==> src/common/swbd_pkg.sv <==
// constants and types shared by the serial word boundary deserializer
//------------------------------------------------------------------------
//------------------------------------------------------------------------
package swbd_pkg;

  localparam int unsigned WORD_W      = 24;
  localparam int unsigned SER_W       = 26;
  localparam int unsigned CNT_W       = 16;
  localparam int unsigned CLK_MHZ     = 250;

  // word clock shape in bit times
  localparam logic [CNT_W-1:0] WCK_DELAY_BITS = 16'h0006;
  localparam logic [CNT_W-1:0] WCK_LOW_BITS   = 16'h000D;
  // half bit periods per reference period
  localparam logic [CNT_W-1:0] HALF_BITS_PER_REF = 16'h0034;

  // times in ns and derived counts
  localparam int unsigned PWRUP_PULSE_NS = 40;
  localparam int unsigned REF_IDLE_NS    = 8000;
  localparam int unsigned LOCK_COLD_NS   = 4000;
  localparam int unsigned LOCK_WARM_NS   = 1000;
  localparam logic [CNT_W-1:0] PWRUP_PULSE_CYC =
    CNT_W'((PWRUP_PULSE_NS * CLK_MHZ + 999) / 1000);
  localparam logic [CNT_W-1:0] REF_IDLE_CYC =
    CNT_W'((REF_IDLE_NS * CLK_MHZ) / 1000);
  localparam logic [CNT_W-1:0] LOCK_COLD_CYC =
    CNT_W'((LOCK_COLD_NS * CLK_MHZ + 999) / 1000);
  localparam logic [CNT_W-1:0] LOCK_WARM_CYC =
    CNT_W'((LOCK_WARM_NS * CLK_MHZ + 999) / 1000);

  // control pin positions inside the parallel port
  localparam int unsigned CTL_LO = 20;
  localparam int unsigned CTL_HI = 22;

  // apb register map
  localparam logic [7:0] REG_CTRL   = 8'h00;
  localparam logic [7:0] REG_STATUS = 8'h04;
  localparam logic [7:0] REG_WORD   = 8'h08;
  localparam logic [7:0] REG_COUNT  = 8'h0C;
  localparam logic [31:0] CTRL_RST  = 32'h0000_0001;

  typedef enum logic [1:0] {WCK_IDLE, WCK_DELAY, WCK_LOW} swbd_wck_t;
  typedef enum logic [1:0] {PLL_OFF, PLL_LOCKING, PLL_ON} swbd_pll_t;

  typedef struct packed {
    logic              valid;
    logic [WORD_W-1:0] data;
  } swbd_word_t;

endpackage : swbd_pkg

==> src/logic/swbd_top.sv <==
// serial word boundary deserializer with companion serializer and apb
module swbd_top
  import swbd_pkg::*;
(
  // clock and reset
  input  wire logic              I_CLK,
  input  wire logic              I_RST,
  // apb slave
  input  wire logic              I_PSEL,
  input  wire logic              I_PENABLE,
  input  wire logic              I_PWRITE,
  input  wire logic [7:0]        I_PADDR,
  input  wire logic [31:0]       I_PWDATA,
  output logic [31:0]            O_PRDATA,
  output logic                   O_PREADY,
  output logic                   O_PSLVERR,
  // mode and direction pins
  input  wire logic              I_MODE_SELECT_LOW,
  input  wire logic              I_MODE_SELECT_HIGH,
  input  wire logic              I_DIRECTION_SELECT_IN,
  output logic                   O_DIRECTION_INDICATE_OUT,
  // reference and strobe
  input  wire logic              I_PLL_REFERENCE_CLOCK,
  input  wire logic              I_STROBE,
  // serial link
  input  wire logic              I_SERIAL_CLOCK_IN_PAIR,
  input  wire logic              I_SERIAL_DATA_IN,
  output logic                   O_SERIAL_DATA_OUT_PAIR,
  output logic                   O_SERIAL_DATA_OE_N,
  output logic                   O_SERIAL_CLOCK_OUT_PAIR,
  output logic                   O_SERIAL_CLOCK_OE_N,
  output logic                   O_CLOCK_TERM_EN,
  output logic                   O_DATA_TERM_EN,
  // parallel port
  input  wire logic [WORD_W-1:0] I_PARALLEL_DATA_PORT,
  output logic [WORD_W-1:0]      O_PARALLEL_DATA_PORT,
  output logic [WORD_W-1:0]      O_PARALLEL_DATA_OE_N,
  output logic                   O_PARALLEL_WORD_CLOCK
);

  //----------------------------------------------------------------------
  // pin synchronisers
  //----------------------------------------------------------------------
  logic [6:0] s1_q, s2_q, s3_q;
  logic [6:0] pins;
  assign pins = {I_SERIAL_CLOCK_IN_PAIR, I_SERIAL_DATA_IN,
                 I_PLL_REFERENCE_CLOCK, I_STROBE, I_DIRECTION_SELECT_IN,
                 I_MODE_SELECT_LOW, I_MODE_SELECT_HIGH};

  always_ff @(posedge I_CLK) begin
    s1_q <= pins;
    s2_q <= s1_q;
    s3_q <= s2_q;
  end

  logic sck, sck_p, sdi, sdi_p, ref_c, ref_p, stb, stb_p, dir_pin;
  logic msl, msh;
  assign {sck, sdi, ref_c, stb, dir_pin, msl, msh} = s2_q;
  assign {sck_p, sdi_p, ref_p, stb_p} = s3_q[6:3];

  logic pd, irst;
  assign pd   = ~msl & ~msh;
  assign irst = I_RST | pd;

  //----------------------------------------------------------------------
  // direction and power-up state
  //----------------------------------------------------------------------
  logic up_q, up_d, rx_q, rx_d;

  always_comb begin
    up_d = 1'b1;
    rx_d = up_q ? rx_q : ~dir_pin;
  end

  always_ff @(posedge I_CLK) begin
    if (irst) begin
      up_q <= 1'b0;
      rx_q <= 1'b0;
    end else begin
      up_q <= up_d;
      rx_q <= rx_d;
    end
  end

  // control pins are inputs or outputs depending on the mode
  logic [WORD_W-1:0] out_map;
  genvar gi;
  generate
    for (gi = 0; gi < WORD_W; gi++) begin : g_map
      if (gi < CTL_LO) begin : g_data
        assign out_map[gi] = 1'b1;
      end else if (gi < CTL_HI) begin : g_lo
        assign out_map[gi] = msl & ~msh;
      end else begin : g_hi
        assign out_map[gi] = msl;
      end
      assign O_PARALLEL_DATA_OE_N[gi] = ~(up_q & rx_q & out_map[gi]);
    end
  endgenerate

  //----------------------------------------------------------------------
  // apb registers
  //----------------------------------------------------------------------
  logic [31:0] ctrl_q, ctrl_d;
  logic        rx_en;
  logic        apb_acc, apb_wr;
  logic [31:0] rdata;
  logic        hit;
  logic        first_q;
  logic [CNT_W-1:0] wcount_q;
  swbd_word_t  word_q;
  swbd_pll_t   pll_q;

  assign apb_acc  = I_PSEL & I_PENABLE;
  assign apb_wr   = apb_acc & I_PWRITE;
  assign rx_en    = ctrl_q[0];
  assign O_PREADY = 1'b1;

  always_comb begin
    hit   = 1'b1;
    rdata = 32'h0000_0000;
    if (I_PADDR == REG_CTRL) begin
      rdata = ctrl_q;
    end else if (I_PADDR == REG_STATUS) begin
      rdata = {28'h0000000, first_q, pll_q == PLL_ON, rx_q, pd};
    end else if (I_PADDR == REG_WORD) begin
      rdata = {8'h00, word_q.data};
    end else if (I_PADDR == REG_COUNT) begin
      rdata = {16'h0000, wcount_q};
    end else begin
      hit = 1'b0;
    end
    ctrl_d = ctrl_q;
    if (apb_wr && I_PADDR == REG_CTRL) begin
      ctrl_d = {31'h00000000, I_PWDATA[0]};
    end
  end

  assign O_PRDATA  = (apb_acc & ~I_PWRITE) ? rdata : 32'h0000_0000;
  assign O_PSLVERR = apb_acc & ~hit;

  // the control register survives power-down so software keeps its settings
  always_ff @(posedge I_CLK) begin
    if (I_RST) begin
      ctrl_q <= CTRL_RST;
    end else begin
      ctrl_q <= ctrl_d;
    end
  end

  //----------------------------------------------------------------------
  // deserializer: boundary search and word clock
  //----------------------------------------------------------------------
  logic             sck_rise, sck_fall;
  logic [CNT_W-1:0] per_cnt_q, per_cnt_d, bit_per_q, bit_per_d;
  logic [WORD_W-1:0] sr_q, sr_d;
  logic [1:0]       tog_q, tog_d;
  logic             bnd;
  logic [WORD_W-1:0] mapped;
  swbd_word_t       word_d;
  logic             first_d;
  logic [CNT_W-1:0] wcount_d;
  swbd_wck_t        wck_st_q, wck_st_d;
  logic [CNT_W-1:0] wck_cnt_q, wck_cnt_d;
  logic             wck_q, wck_d;

  // the received clock and data feed this section, gated by rx_q, rx_en and the mode pins
  assign sck_rise = sck & ~sck_p;
  assign sck_fall = ~sck & sck_p;
  // two data edges while the clock stays high mark the boundary
  assign bnd = sck_fall & (tog_q == 2'd2) & rx_q & rx_en;

  always_comb begin
    mapped = sr_q;
    if (msl & msh) begin
      mapped[CTL_HI +: 2] = sr_q[CTL_LO +: 2];
      mapped[CTL_LO +: 2] = 2'b00;
    end
  end

  always_comb begin
    per_cnt_d = (per_cnt_q == '1) ? per_cnt_q : per_cnt_q + 16'h0001;
    bit_per_d = bit_per_q;
    sr_d      = sr_q;
    tog_d     = tog_q;
    word_d    = word_q;
    first_d   = first_q;
    wcount_d  = wcount_q;
    wck_st_d  = wck_st_q;
    wck_cnt_d = wck_cnt_q;
    if (sck_rise) begin
      // a boundary rise comes after three bit times and does not set the bit period
      if (tog_q == 2'd0) begin
        bit_per_d = per_cnt_q;
      end
      per_cnt_d = 16'h0001;
      sr_d      = {sdi, sr_q[WORD_W-1:1]};
      tog_d     = 2'd0;
    end else if (sck && (sdi != sdi_p) && tog_q != 2'd2) begin
      tog_d = tog_q + 2'd1;
    end
    if (bnd) begin
      word_d   = '{valid: 1'b1, data: mapped};
      first_d  = 1'b1;
      wcount_d = wcount_q + 16'h0001;
    end
    case (wck_st_q)
      WCK_IDLE: begin
        if (!up_q && rx_d) begin
          wck_st_d  = WCK_LOW;
          wck_cnt_d = PWRUP_PULSE_CYC;
        end else if (bnd) begin
          wck_st_d  = WCK_DELAY;
          wck_cnt_d = CNT_W'(bit_per_q * WCK_DELAY_BITS);
        end
      end
      WCK_DELAY: begin
        if (wck_cnt_q <= 16'h0001) begin
          wck_st_d  = WCK_LOW;
          wck_cnt_d = CNT_W'(bit_per_q * WCK_LOW_BITS);
        end else begin
          wck_cnt_d = wck_cnt_q - 16'h0001;
        end
      end
      default: begin
        if (wck_cnt_q <= 16'h0001) begin
          wck_st_d = WCK_IDLE;
        end else begin
          wck_cnt_d = wck_cnt_q - 16'h0001;
        end
      end
    endcase
    wck_d = (wck_st_d != WCK_LOW);
  end

  always_ff @(posedge I_CLK) begin
    if (irst) begin
      per_cnt_q <= '0;
      bit_per_q <= '0;
      sr_q      <= '0;
      tog_q     <= 2'd0;
      word_q    <= '0;
      first_q   <= 1'b0;
      wcount_q  <= '0;
      wck_st_q  <= WCK_IDLE;
      wck_cnt_q <= '0;
      wck_q     <= 1'b1;
    end else begin
      per_cnt_q <= per_cnt_d;
      bit_per_q <= bit_per_d;
      sr_q      <= sr_d;
      tog_q     <= tog_d;
      word_q    <= word_d;
      first_q   <= first_d;
      wcount_q  <= wcount_d;
      wck_st_q  <= wck_st_d;
      wck_cnt_q <= wck_cnt_d;
      wck_q     <= wck_d;
    end
  end

  assign O_PARALLEL_DATA_PORT     = first_q ? word_q.data : '0;
  assign O_PARALLEL_WORD_CLOCK    = wck_q;
  assign O_DIRECTION_INDICATE_OUT = rx_q;
  assign O_CLOCK_TERM_EN          = 1'b1;
  assign O_DATA_TERM_EN           = up_q & rx_q;

  //----------------------------------------------------------------------
  // reference monitor and lock timer
  //----------------------------------------------------------------------
  logic             ref_rise;
  logic [CNT_W-1:0] ref_cnt_q, ref_cnt_d, ref_per_q, ref_per_d;
  logic [CNT_W-1:0] ref_pcnt_q, ref_pcnt_d;
  logic [CNT_W-1:0] lock_q, lock_d;
  logic             warm_q, warm_d;
  swbd_pll_t        pll_d;

  assign ref_rise = ref_c & ~ref_p;

  always_comb begin
    ref_cnt_d = (ref_cnt_q == '1) ? ref_cnt_q : ref_cnt_q + 16'h0001;
    ref_pcnt_d = (ref_pcnt_q == '1) ? ref_pcnt_q : ref_pcnt_q + 16'h0001;
    ref_per_d = ref_per_q;
    pll_d     = pll_q;
    lock_d    = lock_q;
    warm_d    = warm_q;
    if (ref_c != ref_p) begin
      ref_cnt_d = 16'h0001;
    end
    // rise to rise, so the duty cycle of the reference does not matter
    if (ref_rise) begin
      ref_per_d  = ref_pcnt_q;
      ref_pcnt_d = 16'h0001;
    end
    case (pll_q)
      PLL_OFF: begin
        if (ref_rise) begin
          pll_d  = PLL_LOCKING;
          lock_d = warm_q ? LOCK_WARM_CYC : LOCK_COLD_CYC;
        end
      end
      PLL_LOCKING: begin
        lock_d = lock_q - 16'h0001;
        if (lock_q <= 16'h0001) begin
          pll_d  = PLL_ON;
          warm_d = 1'b1;
        end
      end
      default: begin
        if (ref_cnt_q >= REF_IDLE_CYC) begin
          pll_d = PLL_OFF;
        end
      end
    endcase
    if (pll_q != PLL_OFF && ref_cnt_q >= REF_IDLE_CYC) begin
      pll_d = PLL_OFF;
    end
  end

  always_ff @(posedge I_CLK) begin
    if (irst) begin
      ref_cnt_q <= '0;
      ref_per_q <= '0;
      ref_pcnt_q <= '0;
      pll_q     <= PLL_OFF;
      lock_q    <= '0;
      warm_q    <= 1'b0;
    end else begin
      ref_cnt_q <= ref_cnt_d;
      ref_per_q <= ref_per_d;
      ref_pcnt_q <= ref_pcnt_d;
      pll_q     <= pll_d;
      lock_q    <= lock_d;
      warm_q    <= warm_d;
    end
  end

  //----------------------------------------------------------------------
  // serializer and bit clock
  //----------------------------------------------------------------------
  logic             on;
  logic [CNT_W-1:0] half_per;
  logic [CNT_W-1:0] hcnt_q, hcnt_d;
  logic             hen;
  logic             phase_q, phase_d;
  logic [4:0]       bit_q, bit_d;
  logic             inw_q, inw_d;
  logic             pend_q, pend_d;
  logic [WORD_W-1:0] pword_q, pword_d;
  logic [SER_W-1:0] tx_q, tx_d;
  logic             skip;

  assign on = (pll_q == PLL_ON);
  // half a bit period is a 52th of the measured reference period
  assign half_per = (ref_per_q < HALF_BITS_PER_REF) ? 16'h0001 :
                    ref_per_q / HALF_BITS_PER_REF;
  assign hen  = on & (hcnt_q >= half_per - 16'h0001);
  assign skip = inw_q & (bit_q >= 5'(WORD_W));

  always_comb begin
    hcnt_d  = hen ? '0 : hcnt_q + 16'h0001;
    phase_d = phase_q;
    bit_d   = bit_q;
    inw_d   = inw_q;
    pend_d  = pend_q;
    pword_d = pword_q;
    tx_d    = tx_q;
    if (!on) begin
      hcnt_d = '0;
    end
    // inputs gated off while receiving; unused pins read as zero
    if (stb & ~stb_p & ~rx_q & on) begin
      pend_d  = 1'b1;
      pword_d = I_PARALLEL_DATA_PORT;
      // control pins that are outputs in this mode carry no data
      if (msl & ~msh) begin
        pword_d[WORD_W-1:CTL_LO] = '0;
      end else if (msl & msh) begin
        pword_d[CTL_HI +: 2] = 2'b00;
      end
    end
    if (hen) begin
      phase_d = ~phase_q;
      if (phase_q) begin
        if (inw_q && bit_q < 5'(SER_W - 1)) begin
          bit_d = bit_q + 5'd1;
        end else if (pend_q && !rx_q) begin
          inw_d  = 1'b1;
          bit_d  = 5'd0;
          pend_d = 1'b0;
          tx_d   = {pword_q[WORD_W-1], ~pword_q[WORD_W-1], pword_q};
        end else begin
          inw_d = 1'b0;
          bit_d = 5'd0;
        end
      end
    end
  end

  always_ff @(posedge I_CLK) begin
    if (irst) begin
      hcnt_q  <= '0;
      phase_q <= 1'b1;
      bit_q   <= 5'd0;
      inw_q   <= 1'b0;
      pend_q  <= 1'b0;
      pword_q <= '0;
      tx_q    <= '0;
    end else begin
      hcnt_q  <= hcnt_d;
      phase_q <= phase_d;
      bit_q   <= bit_d;
      inw_q   <= inw_d;
      pend_q  <= pend_d;
      pword_q <= pword_d;
      tx_q    <= tx_d;
    end
  end

  // bit clock keeps running in receive direction while locked
  assign O_SERIAL_CLOCK_OUT_PAIR = phase_q | skip | ~on;
  assign O_SERIAL_CLOCK_OE_N     = ~on;
  assign O_SERIAL_DATA_OUT_PAIR  = inw_q & tx_q[bit_q] & ~rx_q;
  assign O_SERIAL_DATA_OE_N      = ~(on & up_q & ~rx_q);

  //----------------------------------------------------------------------
  // assertions
  //----------------------------------------------------------------------
  property p_zero_before_word;
    @(posedge I_CLK) disable iff (I_RST)
      !first_q |-> O_PARALLEL_DATA_PORT == '0;
  endproperty
  a_zero_before_word: assert property (p_zero_before_word)
    else $error("parallel data not zero before first word");

  property p_bnd_delay;
    @(posedge I_CLK) disable iff (I_RST)
      (bnd && wck_st_q == WCK_IDLE && up_q && !pd)
        |=> wck_st_q == WCK_DELAY && O_PARALLEL_WORD_CLOCK
            && wck_cnt_q == CNT_W'(bit_per_q * WCK_DELAY_BITS);
  endproperty
  a_bnd_delay: assert property (p_bnd_delay)
    else $error("word clock delay not started on boundary");

  property p_low_end;
    @(posedge I_CLK) disable iff (I_RST)
      (wck_st_q == WCK_LOW && wck_cnt_q == 16'h0001 && !pd)
        |=> O_PARALLEL_WORD_CLOCK;
  endproperty
  a_low_end: assert property (p_low_end)
    else $error("word clock low time wrong");

  property p_high_no_bnd;
    @(posedge I_CLK) disable iff (I_RST)
      (up_q && !rx_q) |=> O_PARALLEL_WORD_CLOCK;
  endproperty
  a_high_no_bnd: assert property (p_high_no_bnd)
    else $error("word clock pulsed while transmitting");

  property p_pins_released;
    @(posedge I_CLK) disable iff (I_RST)
      !rx_q |-> &O_PARALLEL_DATA_OE_N;
  endproperty
  a_pins_released: assert property (p_pins_released)
    else $error("parallel pins driven while transmitting");

  property p_pd_hiz;
    @(posedge I_CLK) disable iff (I_RST)
      pd |=> O_SERIAL_CLOCK_OE_N && O_SERIAL_DATA_OE_N;
  endproperty
  a_pd_hiz: assert property (p_pd_hiz)
    else $error("differential drivers active in power-down");

  property p_bnd_bits;
    @(posedge I_CLK) disable iff (I_RST)
      inw_q |-> tx_q[WORD_W] != tx_q[WORD_W-1]
                && tx_q[WORD_W+1] == tx_q[WORD_W-1];
  endproperty
  a_bnd_bits: assert property (p_bnd_bits)
    else $error("boundary bits malformed");

  property p_skip_high;
    @(posedge I_CLK) disable iff (I_RST)
      (inw_q && bit_q >= 5'(WORD_W)) |-> O_SERIAL_CLOCK_OUT_PAIR;
  endproperty
  a_skip_high: assert property (p_skip_high)
    else $error("serial clock low during boundary");

  property p_hold_data;
    @(posedge I_CLK) disable iff (I_RST)
      (!bnd && !pd && !$past(pd)) |=> $stable(O_PARALLEL_DATA_PORT);
  endproperty
  a_hold_data: assert property (p_hold_data)
    else $error("parallel data changed without boundary");

  property p_ref_idle;
    @(posedge I_CLK) disable iff (I_RST)
      (on && ref_cnt_q >= REF_IDLE_CYC && !pd) |=> pll_q == PLL_OFF;
  endproperty
  a_ref_idle: assert property (p_ref_idle)
    else $error("pll not shut down on idle reference");

  c_word: cover property (@(posedge I_CLK) disable iff (I_RST) bnd);
  c_low: cover property (@(posedge I_CLK) disable iff (I_RST)
    $fell(O_PARALLEL_WORD_CLOCK) && first_q);
  c_tx: cover property (@(posedge I_CLK) disable iff (I_RST)
    inw_q && bit_q == 5'(SER_W - 1));

endmodule : swbd_top

==> config.mk <==
export PLATFORM = sky130hd
export DESIGN_NAME = swbd_top
export DESIGN_NICKNAME = d
export VERILOG_FILES = /design/src/common/swbd_pkg.sv /design/src/logic/swbd_top.sv
export SDC_FILE = /design/constraint.sdc
export NUM_CORES = 1
export LEC_CHECK = 0
export BUFFER_PORTS_ARGS = -buffer_cell sky130_fd_sc_hd__buf_2
export CAP_MARGIN = 20
export CORE_MARGIN = 8
export CORE_UTILIZATION = 45
export CTS_CLUSTER_DIAMETER = 80
export CTS_CLUSTER_SIZE = 30
export DETAILED_ROUTE_END_ITERATION = 12
export HOLD_SLACK_MARGIN = 0.06
export PLACE_DENSITY_LB_ADDON = 0.1
export SLEW_MARGIN = 20
export SYNTH_ARGS = -nofsm -noshare
export SYNTH_HDL_FRONTEND = slang
export SYNTH_SLANG_ARGS = --single-unit
export TNS_END_PERCENT = 50
==> constraint.sdc <==
create_clock -name I_CLK -period 22.5 [get_ports I_CLK]
set_input_delay 0 -clock I_CLK [delete_from_list [all_inputs] [get_ports I_CLK]]
set_output_delay 0 -clock I_CLK [all_outputs]
set_load 0.01 [all_outputs]
== Yosys cells after proc, flatten, opt, wreduce, memory -nomap -nowiden ==
Cells that the tools add are included.
Storage, ports and cells
  bits in registers: 283
  logic and storage cells: 198
Cells by class
  multiplexer cells: 49
  add/subtract/negate cells: 10
  div/mod/pow operators: 1
  reduce and logical (&&, ||, !) cells: 29
  equal/unequal tests: 21
  order comparisons: 8
  multiply operators: 2
  bitwise logic cells: 46
Operators with widths (count)
  2-to-1 mux 16 bit: 7
  2-to-1 mux 24 bit: 4
  adder 16 x 1 -> 16 bit, second input constant: 5
  case mux 16 bit (2 select lines): 2
  == test 16 bit, second input constant: 3
  subtractor 16 x 1 -> 16 bit, second input constant: 3
  <= comparator 16 x 1 -> 1 bit, second input constant: 2
  2-to-1 mux 32 bit: 1
  bitwise AND 1 bit: 25
  2-to-1 mux 2 bit: 10
  2-to-1 mux 1 bit: 19
  inverter 1 bit: 18
  divider 16 x 6 -> 16 bit, second input constant: 1
  == test 8 x 4 -> 1 bit, second input constant: 2
  >= comparator 16 x 11 -> 1 bit, second input constant: 1
  >= comparator 16 bit: 1
  < comparator 16 x 6 -> 1 bit, second input constant: 1
  multiplier 16 x 2 -> 15 bit, second input constant: 1
  multiplier 16 x 4 -> 16 bit, second input constant: 1
  inequality test 2 bit, second input constant: 6
  2-to-1 mux 10 bit: 1
  AND reduction 2 bit: 5
  == test 8 x 3 -> 1 bit, second input constant: 1
  logical NOT 8 bit: 1
  other kinds (25): 45

== Longest topological paths before layout ==
Gate-level depths: netlist (run 1).
  depth after elaboration: 9
  gate-level depth with buffers: 45
  depth with buffers taken out: 38

== Least setup slack after synthesis (run 1) ==
Ideal clock, no wire load.
  kind: reg-to-reg
  start point: reg ref_per_q[12]
  end point: reg tx_q[21]
  path buffers: 2
  arrival time: 8.489 ns
  slack: 13.941 ns
  library setup time: 0.070 ns
  period minus slack after synthesis: 8.559 ns
  stages on the path, launching flop included: 40
  cell sequence: dfxtp_1 > buf_2 > xor2_1 > a32o_1 > a2111o_1 > nand3_1 > mux2_2 > nor3_2 > nand2_2 > a32o_1 > a221oi_2 > nand3_1 > a21o_2 > nand3_2 > mux2i_2 > a21oi_2 > nor3b_1 > o31a_1 > [... 4 more ...] > a21o_1 > a21o_1 > a21o_1 > a21o_1 > a21o_1 > a21o_1 > a21o_1 > a21o_1 > a21o_1 > a21o_1 > a21o_1 > a21o_1 > a21o_1 > a21o_1 > a21oi_1 > clkbuf_1 > o31ai_1 > a21oi_1
Between the ends
  word-level cells in the longest chain between the ends: 6
RTL lines
  start: declaration: line swbd_top.sv:272  | logic [CNT_W-1:0] ref_cnt_q, ref_cnt_d, ref_per_q, ref_per_d;
  start signal: assignment: line swbd_top.sv:330  | ref_per_q <= ref_per_d;
  divider 16 x 6 -> 16 bit / < comparator 16 x 6 -> 1 bit (equally long branches): line swbd_top.sv:356, swbd_top.sv:355
  2-to-1 mux 16 bit *: line swbd_top.sv:355  | assign half_per = (ref_per_q < HALF_BITS_PER_REF) ? 16'h0001 :
  subtractor 16 x 1 -> 16 bit *: line swbd_top.sv:357  | assign hen = on & (hcnt_q >= half_per - 16'h0001);
  >= comparator 16 bit *: line swbd_top.sv:357
  bitwise AND 1 bit *: line swbd_top.sv:357
  AND reduction 4 bit (no line) *
  end signal: assignment: line swbd_top.sv:416  | tx_q <= tx_d;
  end: declaration: line swbd_top.sv:350  | logic [SER_W-1:0] tx_q, tx_d;
Mark *: on every way between the ends. The rest lies on a longest branch, timed or not.
A chain may end at the register's enable or synchronous reset.

== Worst setup path after layout (run 1) ==
  start point: reg ref_per_q[12]
  end point: reg hcnt_q[10]
Between the ends
  word-level cells in the longest chain between the ends: 6
RTL lines
  divider 16 x 6 -> 16 bit / < comparator 16 x 6 -> 1 bit (equally long branches): line swbd_top.sv:356, swbd_top.sv:355
  2-to-1 mux 16 bit *: line swbd_top.sv:355
  subtractor 16 x 1 -> 16 bit *: line swbd_top.sv:357
  >= comparator 16 bit *: line swbd_top.sv:357
  bitwise AND 1 bit *: line swbd_top.sv:357
  OR reduction 3 bit (no line) *
  end signal: assignment: line swbd_top.sv:410  | hcnt_q <= hcnt_d;
  end: declaration: line swbd_top.sv:343  | logic [CNT_W-1:0] hcnt_q, hcnt_d;
Marked as above.

==> impl_metrics.env, run 1 <==
export IMPL_count_of_distinct_cell_types_in_the_synthesized_netlist=115
export IMPL_cts_tree="done"
export IMPL_finalCriticalPeriod_ns=10.69
export IMPL_num_fill_cells=3655
export IMPL_timing_clock_skew_ns=0.0416
export IMPL_detailedRoute_firstIterationViolations=1175
export IMPL_cts_buffer_depth=3
export IMPL_chipHeight_um=210
export IMPL_report_final_slew_viol_count=0
export IMPL_route_detailed_vias_per_inst=5.53
export IMPL_sequential_cell_area_fraction_in_the_yosys_report_pct=32.6
export IMPL_post_cts_setup_buffer_count=0
export IMPL_initial_util_pct=45.4
export IMPL_first_pass_grt_wire_length_um=71000
export IMPL_post_synth_arst_share_pct=0
export IMPL_cap_viol_max_count=0
export IMPL_total_power_density_per_cell_area_nw_per_um2=51.6
export IMPL_critical_path_max_fanout=33
export IMPL_input_output_buffers=124
export IMPL_ir_drop_v=0.0000500
export IMPL_gp_routability_congestion=0.872
export IMPL_post_route_period_util_pct=47.5
export IMPL_timing_hold_ws_ns=0.0884
export IMPL_critical_path_slowest_cell="dfxtp_1"
export IMPL_total_power_uw=964
export IMPL_clk_pin_slew_ns=0.11
export IMPL_placement_rows=71
export IMPL_timing_reg2reg_setup_slack_ns=11.81
export IMPL_pin_count_of_the_biggest_net_entering_global_routing=105
export IMPL_multi_input_comb_area_um2=10400
export IMPL_hold_viol=0
export IMPL_ioPinCount=166
export IMPL_setup_worst_path_start_class="flop"
export IMPL_max_slew_worst_pin_slew_ns=1.06
export IMPL_ys_dominant_reg_cell="dfxtp_1"
export IMPL_register_to_register_path_depth=36
export IMPL_r2r_start="ref_per_q[12]"
export IMPL_drtPass1Iterations=5
export IMPL_vias=14963
export IMPL_smallest_setup_slack_after_layout_ns=11.81
export IMPL_hold_path_cell_count=2
export IMPL_synth_ff_latch_count=277
export IMPL_max_slew_margin_rel_pct=29.1
export IMPL_worst_ep_required_time_ns=22.93
export IMPL_place_worst_setup_slack_ns=12.01
export IMPL_floorplan_die_width_um=210
export IMPL_ctsHtreeMaxLevel=1
export IMPL_die_area_um2=44200
export IMPL_num_antenna_cells=0
export IMPL_outcome="complete, no violations"
export IMPL_timing_critical_path_arrival_ns=11.12
export IMPL_wl_per_cell_um=15.7
export IMPL_synth_area_per_inst_um2=7.97
export IMPL_synth_warnings=0
export IMPL_final_seq_area_um2=5550
export IMPL_type_of_destination_of_the_critical_path="flop"
export IMPL_layout_cells_most_common_list="277 x dfxtp_1, 273 x nand2_1, 202 x nor2_1, 195 x a21oi_1, 124 x buf_2"
export IMPL_layout_drive_gt1_share_pct=11.5
export IMPL_final_common_cell="dfxtp_1"
export IMPL_setup_worst_path_class="flop to flop"
export IMPL_hold_end="s1_q[1]"
export IMPL_track_usage_pct=18.6
export IMPL_max_stage_delay_ns=0.89
export IMPL_hold_path_startpoint="I_MODE_SELECT_LOW"
export IMPL_core_region_area_um2=37400
export IMPL_leakagePower_nw=6.82
export IMPL_root_buffer="clkbuf_16"
export IMPL_timing_critical_path_mode_cell="a21o_1"
export IMPL_global_route_overflow_total=0
export IMPL_tns_ns=0
export IMPL_netlist_area_um2=17000
export IMPL_final_core_util_pct=50.0
export IMPL_area_added_between_synthesis_and_finish_pct=9.99
export IMPL_synth_edff_count=0
export IMPL_finalSetupViolations=0
export IMPL_cts_buffers_inserted=19
export IMPL_max_freq_mhz=93.5
export IMPL_dpl_hpwl_um=30200
export IMPL_antenna_violations_before_repair=0
export IMPL_grt_pass1_vias=14171
export IMPL_clock_latency_ns=0.54
export IMPL_final_nets=2342
export IMPL_numClockSinks=277
export IMPL_regToRegEndpoint="hcnt_q[10]"
export IMPL_route_antenna_remaining_nets=0
export IMPL_unrepaired_setup_endpoints_after_global_routing="no"
export IMPL_remaining_drc_errors=0
export IMPL_hp_class="primary input to flop"
export IMPL_syn_inst=2132
export IMPL_postRouteWirelength_um=42500
[final cells by class]
| class | count | area share (%) |
|---|---|---|
| Clock buffer | 21 | 2.64 |
| Clock inverter | 12 | 0.917 |
| Inverter | 94 | 1.89 |
| Multi-Input combinational cell | 1613 | 55.4 |
| Sequential cell | 277 | 29.7 |
| Tap cell | 511 | 3.42 |
| Timing Repair Buffer | 178 | 6.05 |
[critical path: cells and delay by family (launching register included)]
kind | cells | cell delay (ns)
xor+xnor | 2 | 0.34
flops | 1 | 0.89
mux | 3 | 1.57
compound gates | 18 | 4.59
fa+ha+maj | 2 | 0.43
simple gates | 8 | 2.28
buf+inv | 3 | 0.49
[stage by stage]
stage | std cells | instance area, um2
4_1_cts | 2705 | 18700
3_5_place_dp | 2638 | 17700
5_1_grt | 2706 | 18700
3_3_place_gp | 2638 | 17700
2_1_floorplan | 2143 | 17000
6_report | 2706 | 18700
[worst max path at each step]
stage	from	to	cells past startpoint
finish	ref_per_q[12]	hcnt_q[10]	36
global route	ref_per_q[12]	hcnt_q[3]	36
CTS	ref_per_q[12]	hcnt_q[10]	36
detailed placement	ref_per_q[12]	hcnt_q[2]	36
global placement	ref_per_q[12]	hcnt_q[15]	36
floorplan	ref_per_q[12]	tx_q[21]	39
[logic make-up after synthesis]
| group | Yosys count | synth area share [%] |
|---|---|---|
| flops | 277 | 32.6 |
| xor+xnor | 107 | 5.52 |
| fa+ha+maj | 85 | 7.31 |
| compound gates | 509 | 19.9 |
| simple gates | 857 | 24.5 |
| mux | 42 | 3.27 |
| buf+inv | 253 | 6.74 |
| other cells | 2 | 0.0442 |
[repair_timing]
item	CTS	global route
gates resized for setup	0	0
hold buffers	34	0
endpoints found under the hold margin	32	0
[routing by layer]
metal,part of all wire (%),GRT usage [%],up-vias
li1,-,-,7562
met1,49,25.8,7047
met2,46,30.6,305
met3,4.1,2.51,49
met4,1.8,3.96,0
met5,0,0,-
[flip-flops by register name, indices dropped and copies added (netlist names), 4 cells and up]
signal      cells
tx_q           25
pword_q        24
sr_q           24
word_q         24
bit_per_q      16
hcnt_q         16
lock_q         16
per_cnt_q      16
ref_cnt_q      16
ref_pcnt_q     16
wck_cnt_q      16
wcount_q       16
ref_per_q      14
s1_q            7
s2_q            7
bit_q           5
s3_q            4
[power by group]
group / leakage, nW / internal [mW] / switching (mW) / total, mW
Combinational: 4.26 / 0.0312 / 0.0531 / 0.0843
Sequential: 2.24 / 0.498 / 0.00752 / 0.505
Clock: 0.322 / 0.173 / 0.202 / 0.375
Total: 6.82 / 0.702 / 0.262 / 0.964
[synthesized netlist by cell type, types with 41 or more instances]
cell | instances | area, um2
and2_1 | 48 | 300
nor2_1 | 202 | 758
inv_1 | 92 | 345
nand2_1 | 273 | 1020
nand4_1 | 58 | 363
o21ai_0 | 62 | 310
ha_1 | 59 | 738
xor2_1 | 51 | 447
dfxtp_1 | 277 | 5550
xnor2_1 | 56 | 490
a21oi_1 | 196 | 981
nand3_1 | 64 | 320
nor3_1 | 41 | 205
clkbuf_1 | 94 | 353
(Power assumes the default switching activity.)
==> run 2: changes to the inputs <==
ABC_AREA = 1   (was not set)
clock period = 11.2 ns   (was 22.5 ns; I/O delays follow)
==> impl_metrics.env, run 2 <==
export IMPL_die_area_um2=41600
export IMPL_post_synth_main_area_contributors="dfxtp_1 35%, inv_1 8.6%, nand2_1 7.7%"
export IMPL_root_buffer="clkbuf_16"
export IMPL_hold_path_cell_count=2
export IMPL_unrepaired_setup_endpoints_after_global_routing="no"
export IMPL_postRouteWirelength_um=38800
export IMPL_outcome="complete, no violations"
export IMPL_synth_warnings=0
export IMPL_clock_latency_ns=0.55
export IMPL_max_slew_margin_rel_pct=33.7
export IMPL_first_pass_grt_wire_length_um=64800
export IMPL_pin_count_of_the_biggest_net_entering_global_routing=97
export IMPL_layout_cells_most_common_list="364 x inv_1, 328 x nand2_1, 277 x dfxtp_1, 277 x nor2_1, 205 x o21ai_0"
export IMPL_max_freq_mhz=111
export IMPL_setup_worst_path_class="flop to flop"
export IMPL_largest_register="tx_q"
export IMPL_grt_pass1_vias=13551
export IMPL_wl_per_cell_um=13.6
export IMPL_input_output_buffers=124
export IMPL_setup_worst_path_start_class="flop"
export IMPL_layout_cells_non_filler=2846
export IMPL_core_region_area_um2=35100
export IMPL_final_core_util_pct=50.9
export IMPL_synth_ff_latch_count=277
export IMPL_floorplan_die_width_um=204
export IMPL_post_cts_setup_buffer_count=0
export IMPL_ir_drop_v=0.000143
export IMPL_clk_pin_slew_ns=0.09
export IMPL_synth_top_cell_area_share_pct=34.9
export IMPL_detailedRoute_firstIterationViolations=743
export IMPL_final_common_cell="inv_1"
export IMPL_max_slew_worst_pin_slew_ns=0.987
export IMPL_synth_area_per_inst_um2=7.04
export IMPL_dp_cells=2772
export IMPL_final_nets=2530
export IMPL_register_to_register_path_depth=67
export IMPL_remaining_drc_errors=0
export IMPL_timing_critical_path_mode_cell="nand2_1"
export IMPL_count_of_distinct_cell_types_in_the_synthesized_netlist=54
export IMPL_place_worst_setup_slack_ns=2.12
export IMPL_finalCriticalPeriod_ns=9.00
export IMPL_global_route_overflow_total=0
export IMPL_route_detailed_vias_per_inst=5.01
export IMPL_leakagePower_nw=8.14
export IMPL_initial_util_pct=45.2
export IMPL_yosysMostFrequentCell="inv_1"
export IMPL_critical_path_max_fanout=24
export IMPL_ctsHtreeMaxLevel=1
export IMPL_num_fill_cells=3500
export IMPL_syn_inst=2256
export IMPL_report_final_slew_viol_count=0
export IMPL_synth_edff_count=0
export IMPL_postCtsHoldBufs=38
export IMPL_vias=14263
export IMPL_cts_buffer_depth=3
export IMPL_largest_register_ff_count=25
export IMPL_hold_viol=0
export IMPL_timing_critical_path_arrival_ns=9.38
export IMPL_max_stage_delay_ns=0.58
export IMPL_hp_class="primary input to flop"
export IMPL_multi_input_comb_area_um2=8510
export IMPL_numClockSinks=277
export IMPL_timing_clock_skew_ns=0.0411
export IMPL_layout_drive_gt1_share_pct=12.0
export IMPL_worst_ep_required_time_ns=11.58
export IMPL_synth_top_cells_by_count="365 x inv_1, 328 x nand2_1, 278 x nor2_1, 277 x dfxtp_1, 205 x o21ai_0"
export IMPL_synth_top_area_cell="dfxtp_1"
export IMPL_post_synth_arst_share_pct=0
export IMPL_num_antenna_cells=0
export IMPL_sequential_cell_area_fraction_in_the_yosys_report_pct=34.9
export IMPL_smallest_setup_slack_after_layout_ns=2.20
export IMPL_cts_tree="done"
export IMPL_gp_routability_congestion=0.845
export IMPL_critical_path_slowest_cell="nand2_1"
export IMPL_drtPass1Iterations=6
export IMPL_cts_buffers_inserted=20
export IMPL_cap_viol_max_count=0
export IMPL_ys_dominant_reg_cell="dfxtp_1"
export IMPL_netlist_area_um2=15900
export IMPL_placement_rows=69
export IMPL_area_added_between_synthesis_and_finish_pct=12.5
export IMPL_dpl_hpwl_um=28700
export IMPL_total_power_density_per_cell_area_nw_per_um2=115
export IMPL_track_usage_pct=18.3
export IMPL_route_antenna_remaining_nets=0
export IMPL_tns_ns=0
export IMPL_chipHeight_um=204
export IMPL_ioPinCount=166
export IMPL_post_route_period_util_pct=80.4
export IMPL_final_seq_area_um2=5550
export IMPL_finalSetupViolations=0
export IMPL_cts_resized_gates=0
export IMPL_type_of_destination_of_the_critical_path="flop"
export IMPL_antenna_violations_before_repair=0
## run 2: cell types whose count changed in the layout (fill, tap and decap cells not counted), moves of 28 or more
cell	previous run	this run
and2_1	48	0
nand2b_1	31	0
nand4_1	58	30
a21oi_1	195	158
inv_1	92	364
nand2_1	273	328
xnor2_1	56	15
o21ai_0	62	205
nand3_1	63	108
nand2_2	2	39
nor2_1	202	277
o31ai_1	33	1
## run 2: power by group
part | switching [mW] | internal, mW | total (mW)
Clock | 0.416 | 0.382 | 0.798
Combinational | 0.150 | 0.0836 | 0.234
Sequential | 0.0222 | 1.01 | 1.03
Total | 0.589 | 1.47 | 2.06
## run 2: worst max-delay path, delay by kind of cell, from the launching register on
| kind | cells | cell delay, ns |
|---|---|---|
| adder cells (fa/ha/maj) | 2 | 0.55 |
| flip-flops | 1 | 0.40 |
| AO/OA/AOI/OAI | 14 | 2.35 |
| buffers and inverters | 5 | 0.52 |
| AND/OR/NAND/NOR | 46 | 5.01 |
## run 2: final timing paths
path / from / to / slack [ns]
setup reg to reg: ref_per_q[15] / inw_q / 2.20
hold reg to reg: s1_q[6] / s2_q[6] / 0.33
setup / recovery: ref_per_q[15] / inw_q / 2.20
hold / removal: I_SERIAL_DATA_IN / s1_q[5] / 0.1
## run 2: kinds of logic after synthesis
logic type,synth area share [%]
xor gates and xnor gates,2.81
adders and majority gates,7.67
and+or+nand+nor,26.2
other,0.0473
buffers and inverters,11.9
DFF,34.9
AOI/OAI and AO/OA,16.5
## run 2: through the flow
stage | instance area, um2 | total power, mW | hold slack, ns
3_5_place_dp | 16800 | 1.27 | 0.104
5_1_grt | 17900 | 2.16 | 0.0876
2_1_floorplan | 15900 | 1.21 | 0.0277
4_1_cts | 17900 | 2.09 | 0.0623
3_3_place_gp | 16800 | 1.27 | 0.103
6_report | 17900 | 2.06 | 0.0987
## run 2: cell type report
cell class	count	area share (%)
multi-input cells	1518	47.6
flip-flops and latches	277	31.0
inverters	381	8.00
repair buffers	173	6.06
well taps	461	3.23
clock buffers	23	3.04
clock inverters	13	0.994
## run 2: layer usage
layer	track usage, %	share of wire (%)	up-vias
met5	0	0	-
met3	2.98	4.4	39
met2	30.5	45	273
met4	3.89	1.7	0
met1	24.5	49	6475
li1	-	-	7476
==> run 3: changes to the inputs <==
clock period = 9.4 ns   (was 11.2 ns; I/O delays follow)
==> impl_metrics.env, run 3 (same netlist as run 2, synthesis figures left out) <==
export IMPL_initial_util_pct=45.2
export IMPL_root_buffer="clkbuf_16"
export IMPL_report_final_slew_viol_count=0
export IMPL_timing_critical_path_arrival_ns=8.76
export IMPL_dp_cells=2773
export IMPL_grt_pass1_vias=13626
export IMPL_clk_pin_slew_ns=0.10
export IMPL_track_usage_pct=18.1
export IMPL_total_power_density_per_cell_area_nw_per_um2=138
export IMPL_antenna_violations_before_repair=0
export IMPL_core_region_area_um2=35100
export IMPL_largest_register="tx_q"
export IMPL_critical_path_max_fanout=11
export IMPL_numClockSinks=277
export IMPL_cts_buffers_inserted=19
export IMPL_smallest_setup_slack_after_layout_ns=1.09
export IMPL_post_route_period_util_pct=88.4
export IMPL_finalSetupViolations=0
export IMPL_clock_latency_ns=0.53
export IMPL_unrepaired_setup_endpoints_after_global_routing="no"
export IMPL_max_slew_worst_pin_slew_ns=1.02
export IMPL_ioPinCount=166
export IMPL_chipHeight_um=204
export IMPL_total_power_mw=2.47
export IMPL_route_antenna_remaining_nets=0
export IMPL_cts_buffer_depth=3
export IMPL_critical_path_slowest_cell="dfxtp_1"
export IMPL_postRouteWirelength_um=38200
export IMPL_placed_area_um2=16800
export IMPL_max_slew_margin_rel_pct=31.7
export IMPL_tns_ns=0
export IMPL_layout_cells_most_common_list="364 x inv_1, 327 x nand2_1, 277 x dfxtp_1, 277 x nor2_1, 205 x o21ai_0"
export IMPL_remaining_drc_errors=0
export IMPL_max_stage_delay_ns=0.42
export IMPL_dpl_hpwl_um=28400
export IMPL_cts_tree="done"
export IMPL_leakagePower_nw=8.12
export IMPL_drtPass1Iterations=7
export IMPL_ctsHtreeMaxLevel=1
export IMPL_largest_register_ff_count=25
export IMPL_placement_rows=69
export IMPL_route_detailed_vias_per_inst=4.96
export IMPL_pin_count_of_the_biggest_net_entering_global_routing=96
export IMPL_timing_critical_path_mode_cell="nand2_4"
export IMPL_timing_hold_ws_ns=0.104
export IMPL_num_fill_cells=3502
export IMPL_final_nets=2526
export IMPL_die_area_um2=41600
export IMPL_ir_drop_v=0.000135
export IMPL_max_freq_mhz=120
export IMPL_first_pass_grt_wire_length_um=64600
export IMPL_layout_drive_gt1_share_pct=12.1
export IMPL_type_of_destination_of_the_critical_path="flop"
export IMPL_setup_worst_path_class="flop to flop"
export IMPL_finalCriticalPeriod_ns=8.31
export IMPL_wl_per_cell_um=13.5
export IMPL_place_worst_setup_slack_ns=0.792
export IMPL_detailedRoute_firstIterationViolations=801
export IMPL_layout_cells_non_filler=2841
export IMPL_input_output_buffers=124
export IMPL_final_area_um2=17800
export IMPL_area_added_between_synthesis_and_finish_pct=12.3
export IMPL_gp_routability_congestion=0.840
export IMPL_outcome="complete, no violations"
export IMPL_hp_class="primary input to flop"
export IMPL_post_cts_setup_buffer_count=0
export IMPL_hold_viol=0
export IMPL_num_antenna_cells=0
export IMPL_setup_worst_path_start_class="flop"
export IMPL_worst_ep_required_time_ns=9.85
export IMPL_cap_viol_max_count=0
export IMPL_vias=14089
export IMPL_floorplan_die_width_um=204
export IMPL_global_route_overflow_total=0
export IMPL_final_common_cell="inv_1"
export IMPL_final_core_util_pct=50.8
export IMPL_timing_clock_skew_ns=0.0198
## run 3: layout make-up
type | count | area (um2) | share of cell area, %
Clock inverter | 14 | 236 | 1.33
Inverter | 381 | 1430 | 8.02
Timing Repair Buffer | 170 | 1050 | 5.89
Clock buffer | 20 | 479 | 2.69
Sequential cell | 277 | 5550 | 31.1
Tap cell | 461 | 577 | 3.23
Multi-Input combinational cell | 1518 | 8520 | 47.7
## run 3: report_power, final
part           switching, mW  internal (mW)
clock network          0.481          0.486
registers             0.0267           1.20
logic                  0.178         0.0984
total                  0.685           1.78
## run 3: metal layers
metal	GRT usage, %	routed length [um]	part of all wire [%]	up-vias
met1	24.4	19100	50	6366
met3	2.74	1550	4.0	35
met5	0	0	0	-
met4	3.34	484	1.3	0
met2	30.4	17100	45	218
li1	-	-	-	7470
## run 3: path summary, 6_finish.rpt
path | from | end | slack (ns) | depth (start not counted)
setup / recovery | ref_per_q[13] | tx_q[22] | 1.09 | 69
hold / removal | I_STROBE | s1_q[3] | 0.10 | 2
setup reg to reg | ref_per_q[13] | tx_q[22] | 1.09 | 69
hold reg to reg | s1_q[0] | s2_q[0] | 0.34 | 0
## run 3: repair_timing
action / 4_1_cts / 5_1_grt
hold buffers: 34 / 0
setup endpoints to repair: 0 / 25
gates resized for setup: 0 / 2
endpoints found under the hold margin: 36 / 0
## run 3: worst max-delay path, delay by kind of cell, from the launching register on
family                     cells  cell delay [ns]
and+or+nand+nor               52             4.92
AOI/OAI and AO/OA             11             1.86
adders and majority gates      2             0.56
buffers and inverters          4             0.51
DFF                            1             0.42
